$ cat src/rtl/iobsd_pkg.sv
// package: constants for the banked i/o register decoder
package iobsd_pkg;
  localparam int          DW            = 16;
  localparam int          PW            = 3;
  localparam int          AW            = 12;
  localparam logic [2:0]  PORT_BANKSEL  = 3'h7;
  localparam logic [15:0] BANK_EXT      = 16'hFFFF;
  localparam logic [15:0] BANKSEL_RST   = 16'h0000;
  localparam logic [15:0] ZERO16        = 16'h0000;
  localparam logic [8:0]  ADDR_HI_IO    = 9'h1FF;
  localparam logic [2:0]  BANK_BITIO    = 3'h0;
  localparam logic [2:0]  BANK_WDOG     = 3'h1;
  localparam logic [2:0]  BANK_TIMER    = 3'h2;
  localparam logic [2:0]  BANK_CMP      = 3'h3;
  localparam logic [2:0]  BANK_ACT      = 3'h4;
  localparam logic [2:0]  BANK_SER      = 3'h5;
  localparam logic [2:0]  BANK_CAP      = 3'h6;
  localparam logic [2:0]  BANK_SER2     = 3'h7;
  // bank 0 ports
  localparam logic [2:0]  P_LATCH       = 3'h0;
  localparam logic [2:0]  P_DIR         = 3'h1;
  localparam logic [2:0]  P_BITSET      = 3'h2;
  localparam logic [2:0]  P_BITCLR      = 3'h3;
  localparam logic [2:0]  P_IFLAG       = 3'h4;
  localparam logic [2:0]  P_IMASK       = 3'h5;
  localparam logic [2:0]  P_FLAGCLR     = 3'h6;
  // bank 1 ports
  localparam logic [2:0]  P_WCNT        = 3'h0;
  localparam logic [2:0]  P_WDPER       = 3'h1;
  localparam logic [2:0]  P_WLAT        = 3'h2;
  localparam logic [2:0]  P_SYSCFG      = 3'h3;
  // bank 5/6 ports
  localparam logic [2:0]  P_SERCTL      = 3'h0;
  localparam logic [2:0]  P_SERSET      = 3'h1;
  localparam logic [2:0]  P_SERCLR      = 3'h2;
  localparam logic [2:0]  P_CAPCTL      = 3'h4;
  localparam logic [2:0]  P_CAPCLR      = 3'h5;
  localparam logic [15:0] SYSCFG_RST    = 16'hFFFF;
  typedef enum logic [1:0] {
    IOBSD_IDLE = 2'b00,
    IOBSD_CYC1 = 2'b01,
    IOBSD_CYC2 = 2'b11
  } iobsd_state_t;
endpackage

$ cat src/rtl/iobsd_setclr.sv
// set/clear helper register: masked set and clear of a 16-bit register
`timescale 1ns/1ps
module iobsd_setclr
  import iobsd_pkg::*;
#(
  parameter int          W   = 16,
  parameter logic [15:0] RST = 16'h0000
) (
  input  wire logic         clk_i,
  input  wire logic         reset_i,
  input  wire logic         wr_i,
  input  wire logic         set_i,
  input  wire logic         clr_i,
  input  wire logic [W-1:0] data_i,
  input  wire logic [W-1:0] hw_set_i,
  output logic      [W-1:0] q_o
);
  // refuse widths that the reset value and the shared data path cannot cover
  if (W < 1 || W > DW) begin : g_bad_width
    $error("iobsd_setclr width out of range");
  end
  // hardware set wins over a software clear in the same cycle
  always_ff @(posedge clk_i) begin
    if (reset_i) begin
      q_o <= RST[W-1:0];
    end else if (wr_i) begin
      q_o <= data_i | hw_set_i;
    end else if (set_i) begin
      q_o <= q_o | data_i | hw_set_i;
    end else if (clr_i) begin
      q_o <= (q_o & ~data_i) | hw_set_i;
    end else begin
      q_o <= q_o | hw_set_i;
    end
  end
endmodule

$ cat src/rtl/iobsd_wdog.sv
// watchdog counter that runs against a latched copy of its period
`timescale 1ns/1ps
module iobsd_wdog
  import iobsd_pkg::*;
(
  input  wire logic          clk_i,
  input  wire logic          reset_i,
  input  wire logic          cnt_wr_i,
  input  wire logic          per_wr_i,
  input  wire logic [DW-1:0] data_i,
  output logic      [DW-1:0] count_o,
  output logic      [DW-1:0] period_o,
  output logic      [DW-1:0] latch_o
);
  logic wrap;
  assign wrap = (count_o == latch_o);
  always_ff @(posedge clk_i) begin
    if (reset_i) begin
      period_o <= ZERO16;
    end else if (per_wr_i) begin
      period_o <= data_i;
    end
  end
  // new period only takes effect at a wrap, never mid-period
  always_ff @(posedge clk_i) begin
    if (reset_i) begin
      latch_o <= ZERO16;
    end else if (wrap) begin
      latch_o <= period_o;
    end
  end
  always_ff @(posedge clk_i) begin
    if (reset_i) begin
      count_o <= ZERO16;
    end else if (cnt_wr_i) begin
      count_o <= data_i;
    end else if (wrap) begin
      count_o <= ZERO16;
    end else begin
      count_o <= count_o + 16'h0001;
    end
  end
endmodule

$ cat src/rtl/iobsd_top.sv
// banked i/o decoder: bank select, on-chip registers, external strobes
// Function
// - read strobe low for every external in and external fetch
// - data bus floats except while write strobe low
// - external out drives write strobe in cycle one
// - external table write strobes in cycle two
// - on-chip access keeps write strobe high
// - eight ports, 16-bit in and out each
// - bank chosen by bank select, port picks register
// - bank selection persists across accesses
// - out data always placed on data bus
// - port 7 always reaches bank select
// - low three bits pick on-chip bank
// - all ones routes ports 0-6 external
// - bit set helper sets latch bits
// - bit clear helper clears latch bits
// - flag clear helper clears flag bits
// - capture clear helper clears capture bits
// - serial set/clear helpers modify serial control
// - watchdog counts against latched old period
// - port on low address lines, upper high
// - on-chip transfers assert no external strobe
`timescale 1ns/1ps
module iobsd_top
  import iobsd_pkg::*;
(
  input  wire logic          clk_i,
  input  wire logic          reset_i,
  input  wire logic          in_req_i,
  input  wire logic          out_req_i,
  input  wire logic          table_write_req_i,
  input  wire logic          fetch_ext_i,
  input  wire logic [PW-1:0] port_i,
  input  wire logic [AW-1:0] pc_addr_i,
  input  wire logic [DW-1:0] wdata_i,
  input  wire logic [DW-1:0] flag_set_i,
  input  wire logic [DW-1:0] cap_set_i,
  input  wire logic [DW-1:0] ext_data_bus_i,
  output logic      [DW-1:0] rdata_o,
  output logic               rvalid_o,
  output logic      [AW-1:0] addr_o,
  output logic               ext_rd_n_o,
  output logic               ext_wr_n_o,
  output logic      [DW-1:0] ext_data_bus_o,
  output logic               ext_data_bus_oe_o,
  output logic      [DW-1:0] bank_select_o,
  output logic      [DW-1:0] bit_io_latch_o
);
  //////////////////////////////////////////////////////////////////////////
  // decode
  iobsd_state_t state_r, state_nxt;
  logic [DW-1:0] bank_select_r;
  logic [DW-1:0] bit_dir_r, irq_mask_r, syscfg_r;
  logic [DW-1:0] irq_flags, cap_ctl, ser_ctl, wd_cnt, wd_per, wd_lat;
  logic [DW-1:0] table_wr_data_r;
  logic          is_banksel, is_ext, bank_ok;
  logic [2:0]    bank;

  // bank number for on-chip use is valid only when upper bits are zero
  function automatic logic bank_valid(input logic [DW-1:0] b);
    return (b[DW-1:3] == 13'h0000);
  endfunction

  function automatic logic hit(input logic [2:0] bk, input logic [2:0] pt,
                               input logic [2:0] wb, input logic [2:0] wp);
    return (bk == wb) && (pt == wp);
  endfunction

  assign bank       = bank_select_r[2:0];
  assign is_banksel = (port_i == PORT_BANKSEL);
  assign is_ext     = !is_banksel && (bank_select_r == BANK_EXT);
  assign bank_ok    = !is_banksel && bank_valid(bank_select_r);

  logic on_wr;
  assign on_wr = out_req_i && bank_ok;

  //////////////////////////////////////////////////////////////////////////
  // bank select, persists until rewritten
  always_ff @(posedge clk_i) begin
    if (reset_i) begin
      bank_select_r <= BANKSEL_RST;
    end else if (out_req_i && is_banksel) begin
      bank_select_r <= wdata_i;
    end
  end

  //////////////////////////////////////////////////////////////////////////
  // plain read/write registers
  always_ff @(posedge clk_i) begin
    if (reset_i) begin
      bit_dir_r  <= ZERO16;
      irq_mask_r <= ZERO16;
      syscfg_r   <= SYSCFG_RST;
    end else begin
      if (on_wr && hit(bank, port_i, BANK_BITIO, P_DIR)) begin
        bit_dir_r <= wdata_i;
      end
      if (on_wr && hit(bank, port_i, BANK_BITIO, P_IMASK)) begin
        irq_mask_r <= wdata_i;
      end
      if (on_wr && hit(bank, port_i, BANK_WDOG, P_SYSCFG)) begin
        syscfg_r <= wdata_i;
      end
    end
  end

  //////////////////////////////////////////////////////////////////////////
  // set/clear helper registers
  iobsd_setclr #(.W(DW), .RST(ZERO16)) u_latch (
    .clk_i    (clk_i),
    .reset_i  (reset_i),
    .wr_i     (on_wr && hit(bank, port_i, BANK_BITIO, P_LATCH)),
    .set_i    (on_wr && hit(bank, port_i, BANK_BITIO, P_BITSET)),
    .clr_i    (on_wr && hit(bank, port_i, BANK_BITIO, P_BITCLR)),
    .data_i   (wdata_i),
    .hw_set_i (ZERO16),
    .q_o      (bit_io_latch_o)
  );

  iobsd_setclr #(.W(DW), .RST(ZERO16)) u_flags (
    .clk_i    (clk_i),
    .reset_i  (reset_i),
    .wr_i     (1'b0),
    .set_i    (1'b0),
    .clr_i    (on_wr && hit(bank, port_i, BANK_BITIO, P_FLAGCLR)),
    .data_i   (wdata_i),
    .hw_set_i (flag_set_i),
    .q_o      (irq_flags)
  );

  iobsd_setclr #(.W(DW), .RST(ZERO16)) u_cap (
    .clk_i    (clk_i),
    .reset_i  (reset_i),
    .wr_i     (on_wr && hit(bank, port_i, BANK_CAP, P_CAPCTL)),
    .set_i    (1'b0),
    .clr_i    (on_wr && hit(bank, port_i, BANK_CAP, P_CAPCLR)),
    .data_i   (wdata_i),
    .hw_set_i (cap_set_i),
    .q_o      (cap_ctl)
  );

  iobsd_setclr #(.W(DW), .RST(ZERO16)) u_ser (
    .clk_i    (clk_i),
    .reset_i  (reset_i),
    .wr_i     (on_wr && hit(bank, port_i, BANK_SER, P_SERCTL)),
    .set_i    (on_wr && hit(bank, port_i, BANK_SER, P_SERSET)),
    .clr_i    (on_wr && hit(bank, port_i, BANK_SER, P_SERCLR)),
    .data_i   (wdata_i),
    .hw_set_i (ZERO16),
    .q_o      (ser_ctl)
  );

  iobsd_wdog u_wdog (
    .clk_i    (clk_i),
    .reset_i  (reset_i),
    .cnt_wr_i (on_wr && hit(bank, port_i, BANK_WDOG, P_WCNT)),
    .per_wr_i (on_wr && hit(bank, port_i, BANK_WDOG, P_WDPER)),
    .data_i   (wdata_i),
    .count_o  (wd_cnt),
    .period_o (wd_per),
    .latch_o  (wd_lat)
  );

  //////////////////////////////////////////////////////////////////////////
  // read mux; timer, compare and serial data registers live elsewhere
  logic [DW-1:0] on_rd;
  always_comb begin
    on_rd = ZERO16;
    if (bank_ok) begin
      case ({bank, port_i})
        {BANK_BITIO, P_LATCH}:  on_rd = bit_io_latch_o;
        {BANK_BITIO, P_DIR}:    on_rd = bit_dir_r;
        {BANK_BITIO, P_IFLAG}:  on_rd = irq_flags;
        {BANK_BITIO, P_IMASK}:  on_rd = irq_mask_r;
        {BANK_WDOG, P_WCNT}:    on_rd = wd_cnt;
        {BANK_WDOG, P_WDPER}:   on_rd = wd_per;
        {BANK_WDOG, P_WLAT}:    on_rd = wd_lat;
        {BANK_WDOG, P_SYSCFG}:  on_rd = syscfg_r;
        {BANK_SER, P_SERCTL}:   on_rd = ser_ctl;
        {BANK_CAP, P_CAPCTL}:   on_rd = cap_ctl;
        default:                on_rd = ZERO16;
      endcase
    end
  end

  //////////////////////////////////////////////////////////////////////////
  // instruction cycle tracking for table write (second cycle strobes)
  always_comb begin
    case (state_r)
      IOBSD_IDLE: state_nxt = table_write_req_i ? IOBSD_CYC1 : IOBSD_IDLE;
      IOBSD_CYC1: state_nxt = IOBSD_CYC2;
      IOBSD_CYC2: state_nxt = IOBSD_IDLE;
      default:    state_nxt = IOBSD_IDLE;
    endcase
  end

  always_ff @(posedge clk_i) begin
    if (reset_i) begin
      state_r         <= IOBSD_IDLE;
      table_wr_data_r <= ZERO16;
    end else begin
      state_r <= state_nxt;
      if (table_write_req_i && state_r == IOBSD_IDLE) begin
        table_wr_data_r <= wdata_i;
      end
    end
  end

  //////////////////////////////////////////////////////////////////////////
  // external pins, all registered
  logic wr_n_nxt;
  always_comb begin
    wr_n_nxt = 1'b1;
    if (out_req_i && is_ext) wr_n_nxt = 1'b0;
    if (state_r == IOBSD_CYC1) wr_n_nxt = 1'b0;
  end

  always_ff @(posedge clk_i) begin
    if (reset_i) begin
      ext_wr_n_o        <= 1'b1;
      ext_rd_n_o        <= 1'b1;
      ext_data_bus_o    <= ZERO16;
      ext_data_bus_oe_o <= 1'b0;
      addr_o            <= ZERO16[AW-1:0];
      rdata_o           <= ZERO16;
      rvalid_o          <= 1'b0;
      bank_select_o     <= BANKSEL_RST;
    end else begin
      ext_wr_n_o        <= wr_n_nxt;
      ext_rd_n_o        <= !((in_req_i && is_ext) || fetch_ext_i);
      ext_data_bus_oe_o <= !wr_n_nxt;
      // internal bus copy always carries out data, even on-chip
      if (out_req_i) begin
        ext_data_bus_o <= wdata_i;
      end else if (state_r == IOBSD_CYC1) begin
        ext_data_bus_o <= table_wr_data_r;
      end
      if (in_req_i || out_req_i) begin
        addr_o <= {ADDR_HI_IO, port_i};
      end else begin
        addr_o <= pc_addr_i;
      end
      rvalid_o      <= in_req_i;
      bank_select_o <= bank_select_r;
      if (in_req_i) begin
        rdata_o <= is_banksel ? bank_select_r : (is_ext ? ext_data_bus_i : on_rd);
      end
    end
  end

  //////////////////////////////////////////////////////////////////////////
  // checks
  property p_bus_float;
    @(posedge clk_i) disable iff (reset_i) ext_data_bus_oe_o == !ext_wr_n_o;
  endproperty
  a_bus_float: assert property (p_bus_float) else $error("bus driven without strobe");

  property p_out_ext;
    @(posedge clk_i) disable iff (reset_i)
      (out_req_i && port_i != PORT_BANKSEL && bank_select_r == BANK_EXT) |=> !ext_wr_n_o;
  endproperty
  a_out_ext: assert property (p_out_ext) else $error("external out without strobe");

  property p_table_wr;
    @(posedge clk_i) disable iff (reset_i)
      (table_write_req_i && state_r == IOBSD_IDLE) |=> ##1 !ext_wr_n_o;
  endproperty
  a_table_wr: assert property (p_table_wr) else $error("table write strobe missing");

  property p_onchip;
    @(posedge clk_i) disable iff (reset_i)
      (out_req_i && bank_select_r != BANK_EXT && state_r != IOBSD_CYC1) |=> ext_wr_n_o;
  endproperty
  a_onchip: assert property (p_onchip) else $error("on-chip access strobed");

  property p_rd;
    @(posedge clk_i) disable iff (reset_i) fetch_ext_i |=> !ext_rd_n_o;
  endproperty
  a_rd: assert property (p_rd) else $error("read strobe missing");

  property p_banksel;
    @(posedge clk_i) disable iff (reset_i)
      (out_req_i && port_i == PORT_BANKSEL) |=> bank_select_r == $past(wdata_i);
  endproperty
  a_banksel: assert property (p_banksel) else $error("bank select not written");

  property p_data;
    @(posedge clk_i) disable iff (reset_i) out_req_i |=> ext_data_bus_o == $past(wdata_i);
  endproperty
  a_data: assert property (p_data) else $error("out data not on bus");

  property p_addr;
    @(posedge clk_i) disable iff (reset_i)
      in_req_i |=> addr_o == {ADDR_HI_IO, $past(port_i)};
  endproperty
  a_addr: assert property (p_addr) else $error("port address wrong");

  property p_bad;
    @(posedge clk_i) disable iff (reset_i)
      (in_req_i && port_i != PORT_BANKSEL && !bank_valid(bank_select_r)
       && bank_select_r != BANK_EXT) |=> rdata_o == ZERO16;
  endproperty
  a_bad: assert property (p_bad) else $error("invalid bank read nonzero");

  property p_bit_set;
    @(posedge clk_i) disable iff (reset_i)
      (on_wr && hit(bank, port_i, BANK_BITIO, P_BITSET))
      |=> bit_io_latch_o == ($past(bit_io_latch_o) | $past(wdata_i));
  endproperty
  a_bit_set: assert property (p_bit_set) else $error("bit set helper wrong");

  property p_bit_clr;
    @(posedge clk_i) disable iff (reset_i)
      (on_wr && hit(bank, port_i, BANK_BITIO, P_BITCLR))
      |=> bit_io_latch_o == ($past(bit_io_latch_o) & ~$past(wdata_i));
  endproperty
  a_bit_clr: assert property (p_bit_clr) else $error("bit clear helper wrong");

  // a flag raised by hardware in the clearing cycle survives the clear
  property p_flag_clr;
    @(posedge clk_i) disable iff (reset_i)
      (on_wr && hit(bank, port_i, BANK_BITIO, P_FLAGCLR))
      |=> irq_flags == (($past(irq_flags) & ~$past(wdata_i)) | $past(flag_set_i));
  endproperty
  a_flag_clr: assert property (p_flag_clr) else $error("flag clear helper wrong");

  property p_cap_clr;
    @(posedge clk_i) disable iff (reset_i)
      (on_wr && hit(bank, port_i, BANK_CAP, P_CAPCLR))
      |=> cap_ctl == (($past(cap_ctl) & ~$past(wdata_i)) | $past(cap_set_i));
  endproperty
  a_cap_clr: assert property (p_cap_clr) else $error("capture clear helper wrong");

  property p_ser_set;
    @(posedge clk_i) disable iff (reset_i)
      (on_wr && hit(bank, port_i, BANK_SER, P_SERSET))
      |=> ser_ctl == ($past(ser_ctl) | $past(wdata_i));
  endproperty
  a_ser_set: assert property (p_ser_set) else $error("serial set helper wrong");

  property p_wd_hold;
    @(posedge clk_i) disable iff (reset_i) (wd_cnt != wd_lat) |=> wd_lat == $past(wd_lat);
  endproperty
  a_wd_hold: assert property (p_wd_hold) else $error("period latch moved mid-period");

  property p_rd_onchip;
    @(posedge clk_i) disable iff (reset_i) (in_req_i && !is_ext && !fetch_ext_i) |=> ext_rd_n_o;
  endproperty
  a_rd_onchip: assert property (p_rd_onchip) else $error("on-chip read strobed");

  c_ext_out:  cover property (@(posedge clk_i) out_req_i && is_ext);
  c_ext_in:   cover property (@(posedge clk_i) in_req_i && is_ext);
  c_table_wr: cover property (@(posedge clk_i) state_r == IOBSD_CYC2);
  c_bitset:   cover property (@(posedge clk_i) on_wr && hit(bank, port_i, BANK_BITIO, P_BITSET));
endmodule

$ cat config.mk
export PLATFORM = sky130hd
export DESIGN_NAME = iobsd_top
export DESIGN_NICKNAME = d
export VERILOG_FILES = /design/src/rtl/iobsd_pkg.sv /design/src/rtl/iobsd_setclr.sv /design/src/rtl/iobsd_wdog.sv /design/src/rtl/iobsd_top.sv
export SDC_FILE = /design/constraint.sdc
export NUM_CORES = 1
export LEC_CHECK = 0
export BUFFER_PORTS_ARGS = -buffer_cell sky130_fd_sc_hd__buf_2
export CAP_MARGIN = 0
export CELL_PAD_IN_SITES_DETAIL_PLACEMENT = 1
export CELL_PAD_IN_SITES_GLOBAL_PLACEMENT = 2
export CORE_ASPECT_RATIO = 0.75
export CORE_UTILIZATION = 38
export DETAILED_ROUTE_END_ITERATION = 8
export PLACE_DENSITY_LB_ADDON = 0.15
export SLEW_MARGIN = 20
export SYNTH_ARGS = -nofsm -noshare
export SYNTH_HDL_FRONTEND = slang
export SYNTH_HIERARCHICAL = 1
export SYNTH_SLANG_ARGS = --single-unit
$ cat constraint.sdc
create_clock -name clk_i -period 7.05 [get_ports clk_i]
set_input_delay 1.0575 -clock clk_i [delete_from_list [all_inputs] [get_ports clk_i]]
set_output_delay 1.0575 -clock clk_i [all_outputs]
set_load 0.02 [all_outputs]
==> impl_metrics.toml, run 1 <==
[global_route]
grt_max_degree = 80
grt_util_all_layers_pct = 26.4
grt.overflow.total = 0
grt_pass1_wl_um = 63900
grt_pass1_vias = 10200
antenna_found_initial = 1

[cts]
numCtsBuffers = 28
hold_buffers = 0
post-cts-setup-buffer-count = 0
clk_latency_ns = 0.56
clk_transition_reported_paths_ns = 0.07
clock_tree.root_cell = "clkbuf_16"
ctsResizeCount = 0
cts_num_sinks = 258
clockBufferDepth = 3
cts_tree = "done"
htreeDepth = 1

[power]
p_clk_share_pct = 44.8
leakagePower_uw = 0.00531
netSwitchingPower_uw = 912
sw_frac_of_total_pct = 26.1
p_int_uw = 2580
power_density_nw_per_um2 = 254
ir_worst_vdd_uv = 162
seqPwrFrac_pct = 44.7
p_comb_share_pct = 10.5

[final_layout]
nNetsFinal = 1562
syn_to_final_growth_pct = 16.1
fillerInstances = 3613
antenna_cells = 0
layout-drive-gt1-share_pct = 20.3

[flow_run]
cap_violations = 0

[yosys]
ys_seq_area_share_pct = 43.6
ys_ff_latch = 258
yosys.cell_types.count = 59
synth_area_per_cell_um2 = 8.86
synth_edf_count = 0
synth_warnings = 6
synth_top_area_share_pct = 43.6
syn_inst = 1338
synth.area.top_cells = "dfxtp_1 (44%), nand2_1 (7.9%), a21oi_1 (5.3%)"
synth_area_um2 = 11900
yosysTopAreaCell = "dfxtp_1"
ys_async_sr_fraction_pct = 0
synth_flop_cell = "dfxtp_1"

[sta]
setup_violations = 0
period_share_pct = 47.0
tightest_slew_ns = 0.981
rsz0062_at_grt = "no"
slew_violations = 0
fin_skew_ns = 0.0106
finalCriticalPeriod_ns = 3.32
fin_setup_tns_ns = 0
hold_slack_ns = 0.444
fmax_ghz = 0.302
slew_headroom_pct = 34.3
hold_viol_final = 0

[drt]
vias_per_cell = 5.54
wl_per_cell_um = 22.5
drc = 0
antenna_left = 0
drt-pass1-iter-count = 7
routed_wl_um = 42600
drt_iter0_markers = 691
vias = 10500

[setup_path]
crit_fanout = 16
crit_type = "reg2reg"
cp-start-kind = "register"
critPathCaptureType = "register"
cp.required_ns = 7.47
rr_worst_depth = 7
cp.arrival_ns = 3.73

[min_path]
holdPathStages = 1
holdCritPathClass = "reg2reg"

[floorplanning]
fp.dieH_um = 155
core_region_area_um2 = 30400
rows = 55
dieArea_um2 = 31900
initial_utilization_pct = 39.0
pin_count = 165
die_x_um = 206

[placed_design]
place_congestion = 0.862
dp_hpwl_um = 28300
io_buffers = 164

[status]
status = "completed"
[worst paths after layout]
check,endpoint,startpoint,slack [ns]
hold reg to reg,state_r[0]$_SDFF_PP0_,state_r[1]$_SDFF_PP0_,0.44
hold / removal,state_r[0]$_SDFF_PP0_,state_r[1]$_SDFF_PP0_,0.44
setup reg to reg,u_ser/q_o[0]$_SDFF_PP0_,bank_select_r[12]$_SDFFE_PP0P_,3.73
setup / recovery,u_ser/q_o[0]$_SDFF_PP0_,bank_select_r[12]$_SDFFE_PP0P_,3.73
[cell families after synthesis]
kind of cell / Yosys count / share of synthesized area [%]
XOR/XNOR: 30 / 2.22
AND/OR/NAND/NOR: 535 / 21.0
AO/OA/AOI/OAI: 315 / 18.2
buffers and inverters: 114 / 5.96
other: 1 / 0.0316
adder cells (fa/ha/maj): 1 / 0.106
flip-flops: 258 / 43.6
multiplexers: 84 / 8.85
[synth_stat cells, types with 21 or more instances]
cell type,instances
a31oi_1,60
mux2i_1,53
xor2_1,24
a22oi_1,21
nor3_1,30
nor2_1,139
buf_6,23
clkbuf_1,51
dfxtp_1,258
nand2_1,250
o2bb2ai_1,64
a21oi_1,126
buf_2,21
[metrics by stage]
step	setup WS [ns]	cell area (um^2)	total power [uW]	cells	utilization, %
3_5_place_dp	3.17	12800	1960	1845	42.0
6_report	3.73	13800	3500	1897	45.3
3_3_place_gp	2.95	12800	1950	1845	42.0
4_1_cts	3.76	13800	3530	1897	45.3
5_1_grt	3.54	13800	3630	1897	45.3
2_1_floorplan	3.94	12000	1810	1374	-
[power groups by stage]
| stage | sequential, uW | combinational (uW) | clock [uW] |
|---|---|---|---|
| after global routing | 1570 | 396 | 1660 |
| after detailed placement | 1590 | 363 | 0 |
| after CTS | 1560 | 364 | 1600 |
| after global placement | 1590 | 356 | 0 |
| after floorplan | 1610 | 196 | 0 |
| final | 1560 | 366 | 1570 |
[critical path, cell delays in order, from the launching register on]
cell and delay, ns:
dfxtp_1 0.36, or4_1 0.57, nor4_4 0.33, nand4_1 0.62, nor3_4 0.84, nand2_1 0.11
a31oi_1 0.23, o2bb2ai_1 0.09
[layout by cell type (no fill, tap or decap), types with 16 or more instances in the layout]
master       n
a21oi_1    126
mux2_2      16
o2bb2ai_1   64
a222oi_1    16
xor2_1      24
nor2b_1     17
conb_1      37
and3_1      19
a22oi_1     21
a31oi_1     60
mux2i_1     53
dfxtp_1    258
nand2_1    250
nor2_1     139
clkbuf_16   29
buf_2      163
nor3_1      26
[area by class of cell]
type | count | area [um^2] | area share (%)
clock inverters | 9 | 123 | 0.891
repair buffers | 178 | 936 | 6.80
flip-flops and latches | 258 | 5160 | 37.5
well taps | 399 | 499 | 3.63
clock buffers | 43 | 858 | 6.24
inverters | 8 | 30.0 | 0.218
multi-input cells | 1002 | 6150 | 44.7
[per-layer routing]
metal,routed length (um),up-vias,GRT usage (%)
met2,19300,215,41.3
met4,724,0,5.57
met5,0,-,0
met3,1850,44,3.58
li1,-,5010,-
met1,20700,5240,38.4
Note: power is estimated with default switching activity, not from simulation.
==> run 2, diff against run 1 <==
CORE_UTILIZATION = 35   (was 38)
clock period = 3.25 ns   (was 7.05 ns; I/O delays follow)
==> run 2 against run 1 <==
Against the previous run: global-route usage fell by 1.1 points; sequential power rose by 120%; worst hold slack got worse by 0.31 ns; die area rose by 8.5%; non-clock buffer count rose by 24; combinational power rose by 130%; utilization fell by 2.6 points; first-iteration DRC count rose by 27%; via count rose by 0.90%; sequential share of layout area fell by 0.67 points; critical path depth rose by 1; clock skew rose by 0.0094 ns; largest cell class unchanged.
==> impl_metrics.toml, run 2 (synthesis results as in run 1) <==
[status]
status = "completed"

[sta]
finalCriticalPeriod_ns = 2.98
fin_skew_ns = 0.0200
hold_viol_final = 0
rsz0062_at_grt = "no"
fin_setup_tns_ns = 0
setup_violations = 0
fmax_ghz = 0.336
hold_slack_ns = 0.131
period_share_pct = 91.6
slew_violations = 0
slew_headroom_pct = 46.6
tightest_slew_ns = 0.798

[global_route]
grt_max_degree = 118
grt.overflow.total = 0
grt_pass1_wl_um = 66700
antenna_found_initial = 1
grt_pass1_vias = 10400
grt_util_all_layers_pct = 25.3

[final_layout]
nNetsFinal = 1587
syn_to_final_growth_pct = 18.2
most-common-layout-cells = "dfxtp_1 (258), nand2_1 (250), buf_2 (163)"
layout_commonest_cell = "dfxtp_1"
fillerInstances = 3891
layout-drive-gt1-share_pct = 21.7

[drt]
vias_per_cell = 5.39
wl_per_cell_um = 22.4
drt-pass1-iter-count = 5
antenna_left = 0
drt_iter0_markers = 881
drc = 0
routed_wl_um = 44100
vias = 10600

[placed_design]
io_buffers = 164
dp_hpwl_um = 29700
place_congestion = 0.868

[floorplanning]
fp.dieH_um = 161
core_region_area_um2 = 32900
die_x_um = 214
rows = 57
pin_count = 165
dieArea_um2 = 34600
initial_utilization_pct = 36.1

[setup_path]
cp-start-kind = "register"
cp.arrival_ns = 3.41
critPathCaptureType = "register"
crit_type = "reg2reg"
crit_fanout = 15
cp.required_ns = 3.68

[cts]
cts_tree = "done"
clockBufferDepth = 3
clk_transition_reported_paths_ns = 0.07
numCtsBuffers = 29
cts_num_sinks = 258
hold_buffers = 0
post-cts-setup-buffer-count = 0
ctsResizeCount = 0
clk_latency_ns = 0.56
clock_tree.root_cell = "clkbuf_16"
htreeDepth = 1

[power]
power_density_nw_per_um2 = 543
p_comb_share_pct = 10.9
netSwitchingPower_uw = 2060
seqPwrFrac_pct = 44.5
leakagePower_uw = 0.00543
p_int_uw = 5550
ir_worst_vdd_uv = 358
p_clk_share_pct = 44.7
sw_frac_of_total_pct = 27.1

[flow_run]
cap_violations = 0

[min_path]
holdCritPathClass = "in2reg"
==> run 2: cell count changes in the layout (fill, tap and decap cells not counted), sizes merged <==
cell / before / now
buf: 178 / 202
clkinv: 5 / 9
clkbuf: 43 / 41
bufinv: 3 / 2
diode: 0 / 1
inv: 8 / 9
==> run 2: path summary, 6_finish.rpt <==
check                                      start                        end  slack (ns)  cells past startpoint
hold reg to reg        bit_dir_r[1]$_SDFFE_PP0P_  bit_dir_r[1]$_SDFFE_PP0P_        0.45                      2
setup reg to reg  bank_select_r[11]$_SDFFE_PP0P_    u_cap/q_o[3]$_SDFF_PP0_        0.27                      8
hold / removal                      pc_addr_i[6]       addr_o[6]$_SDFF_PP0_        0.13                      3
setup / recovery  bank_select_r[11]$_SDFFE_PP0P_    u_cap/q_o[3]$_SDFF_PP0_        0.27                      8
==> run 2: layout make-up <==
cell class	count	area (um^2)	area share, %
multi-input cells	1002	6140	43.8
flip-flops and latches	258	5160	36.9
repair buffers	202	1140	8.14
clock buffers	41	851	6.07
well taps	442	553	3.95
clock inverters	13	129	0.920
inverters	8	30.0	0.214
diodes	1	2.50	0.0179
==> run 2: through the flow <==
| stage | area, um^2 | worst slack [ns] | std cells | utilization [%] | total power [uW] |
|---|---|---|---|---|---|
| 4_1_cts | 14000 | 0.264 | 1966 | 42.6 | 7690 |
| 5_1_grt | 14000 | 0.0831 | 1966 | 42.6 | 7910 |
| 3_3_place_gp | 13000 | 0.384 | 1912 | 39.6 | 4260 |
| 2_1_floorplan | 12000 | 0.709 | 1374 | - | 3920 |
| 6_report | 14000 | 0.272 | 1967 | 42.6 | 7610 |
| 3_5_place_dp | 13000 | 0.289 | 1912 | 39.6 | 4280 |
==> run 2: layer usage <==
metal | wire length, um | vias to the layer above | global-route usage, %
met3 | 2130 | 57 | 4.50
met1 | 21800 | 5244 | 36.7
met2 | 19100 | 232 | 38.5
met5 | 0 | - | 0
li1 | - | 5071 | -
met4 | 1050 | 0 | 6.43
==> run 2: power by group through the flow <==
| stage | logic, uW | registers [uW] | clock network [uW] |
|---|---|---|---|
| 6_report | 826 | 3390 | 3400 |
| 5_1_grt | 892 | 3400 | 3620 |
| 4_1_cts | 824 | 3390 | 3470 |
| 3_5_place_dp | 822 | 3460 | 0 |
| 3_3_place_gp | 809 | 3460 | 0 |
| 2_1_floorplan | 425 | 3490 | 0 |
==> run 2: critical path: stages, from the launching register on <==
cell and delay, ns:
dfxtp_1 0.34, or4_1 0.58, nor4_4 0.21, nand4_1 0.43, buf_4 0.32, nor3_1 0.41, inv_2 0.26, a31oi_1 0.21
o2bb2ai_1 0.09
==> run 3, diff against run 2 <==
CORE_ASPECT_RATIO = unset   (was 0.75)
GPL_ROUTABILITY_DRIVEN = 0   (was unset)
==> run 3 against run 2 <==
Against the previous run: clock power increased by 12%; die area hardly changed; critical path depth did not move; worst hold slack about the same; global-route usage fell by 0.36 points; largest power group unchanged.
==> impl_metrics.toml, run 3 (synthesis results as in run 1) <==
[global_route]
grt.overflow.total = 0
antenna_found_initial = 1
grt_util_all_layers_pct = 24.9
grt_pass1_wl_um = 64700
grt_max_degree = 104
grt_pass1_vias = 10500

[setup_path]
crit_chain = "or4_1 > nor4_4 > nand4_1 > buf_4 > nor3_1 > inv_2 > a31oi_1 > o2bb2ai_1"
critical_path.max_stage_delay_ns = 0.57
crit_fanout = 15
crit_type = "reg2reg"
cp-start-kind = "register"
crit_slowest_cell = "or4_1"
cp_top_family = "simple AND/OR/NAND/NOR gates"
critPathCaptureType = "register"
cp.required_ns = 3.68
crit_buf_inv = 2
cp.arrival_ns = 3.31

[sta]
setup_violations = 0
period_share_pct = 88.5
finalCriticalPeriod_ns = 2.88
rsz0062_at_grt = "no"
hold_viol_final = 0
fin_skew_ns = 0.00882
slew_headroom_pct = 34.1
tightest_slew_ns = 0.985
layout_setup_ws_ns = 0.375
slew_violations = 0
fin_setup_tns_ns = 0
fmax_ghz = 0.348

[drt]
drt-pass1-iter-count = 7
routed_wl_um = 43200
drc = 0
vias = 10600
vias_per_cell = 5.38
wl_per_cell_um = 21.9
drt_iter0_markers = 731
antenna_left = 0

[cts]
ctsResizeCount = 0
clk_latency_ns = 0.56
clk_transition_reported_paths_ns = 0.06
post-cts-setup-buffer-count = 0
htreeDepth = 1
cts_num_sinks = 258
cts_tree = "done"
hold_buffers = 0
clock_tree.root_cell = "clkbuf_16"
clockBufferDepth = 3
numCtsBuffers = 30

[floorplanning]
rows = 67
dieArea_um2 = 34600
die_x_um = 186
initial_utilization_pct = 35.4
fp.dieH_um = 186
pin_count = 165
core_region_area_um2 = 33400

[power]
p_total_uw = 8010
leakagePower_uw = 0.00551
ir_worst_vdd_uv = 387
power_density_nw_per_um2 = 565

[final_layout]
antenna_cells = 0
syn_to_final_growth_pct = 19.6
nNetsFinal = 1588
finalInstanceArea_um2 = 14200
finish.utilization_pct = 42.4
layout_commonest_cell = "dfxtp_1"
most-common-layout-cells = "dfxtp_1 (258), nand2_1 (250), buf_2 (163)"
layout-drive-gt1-share_pct = 22.0

[flow_run]
cap_violations = 0

[placed_design]
pre_cts_slack_ns = 0.364
post_dp_cell_area_um2 = 13100
dp_hpwl_um = 28600
io_buffers = 164

[min_path]
holdCritPathClass = "in2reg"

[status]
status = "completed"
run 3: changes by cell type in the layout (fill, tap and decap cells not counted), moves of 2 or more:
cell,previous run,this run
bufinv_16,2,7
clkbuf_1,4,1
clkbuf_8,8,6
clkinv_2,7,9
clkinv_4,2,0
run 3: final timing paths:
path | startpoint | end | slack (ns) | cells after the start
worst max-delay path | bank_select_r[11]$_SDFFE_PP0P_ | u_cap/q_o[5]$_SDFF_PP0_ | 0.37 | 8
worst min-delay path | pc_addr_i[9] | addr_o[9]$_SDFF_PP0_ | 0.13 | 3
worst max register to register | bank_select_r[11]$_SDFFE_PP0P_ | u_cap/q_o[5]$_SDFF_PP0_ | 0.37 | 8
worst min register to register | state_r[1]$_SDFF_PP0_ | state_r[0]$_SDFF_PP0_ | 0.44 | 1
run 3: final cells by class:
| class | count | area, um^2 |
|---|---|---|
| Clock buffer | 37 | 837 |
| Clock inverter | 19 | 287 |
| Fill cell | 3960 | 19300 |
| Inverter | 8 | 30.0 |
| Multi-Input combinational cell | 1002 | 6150 |
| Sequential cell | 258 | 5160 |
| Tap cell | 448 | 561 |
| Timing Repair Buffer | 202 | 1150 |
run 3: where the power goes:
group / total, uW / switching, uW / leakage (uW) / internal, uW
clock network: 3810 / 1430 / 0.000555 / 2380
logic: 805 / 530 / 0.00284 / 275
registers: 3400 / 98.1 / 0.00212 / 3300
total: 8010 / 2060 / 0.00551 / 5950
run 3: worst reg2reg max path: stages, from the launching register on:
cell	delay [ns]
dfxtp_1	0.34
or4_1	0.57
nor4_4	0.37
nand4_1	0.15
buf_4	0.22
nor3_1	0.51
inv_2	0.29
a31oi_1	0.21
o2bb2ai_1	0.09
run 3: through the flow:
| step | hold slack, ns | instances |
|---|---|---|
| after floorplan | 0.414 | 1374 |
| after global placement | 0.429 | 1918 |
| after detailed placement | 0.445 | 1918 |
| after CTS | 0.105 | 1974 |
| after global routing | 0.127 | 1974 |
| final | 0.131 | 1974 |
run 3: layer usage:
metal  routed length, um  GRT usage (%)  part of all wire (%)
met5                   0              0                     0
met4                 894           5.48                   2.1
met3                1450           2.37                   3.4
met2               21700           44.1                    50
met1               19100           32.5                    44
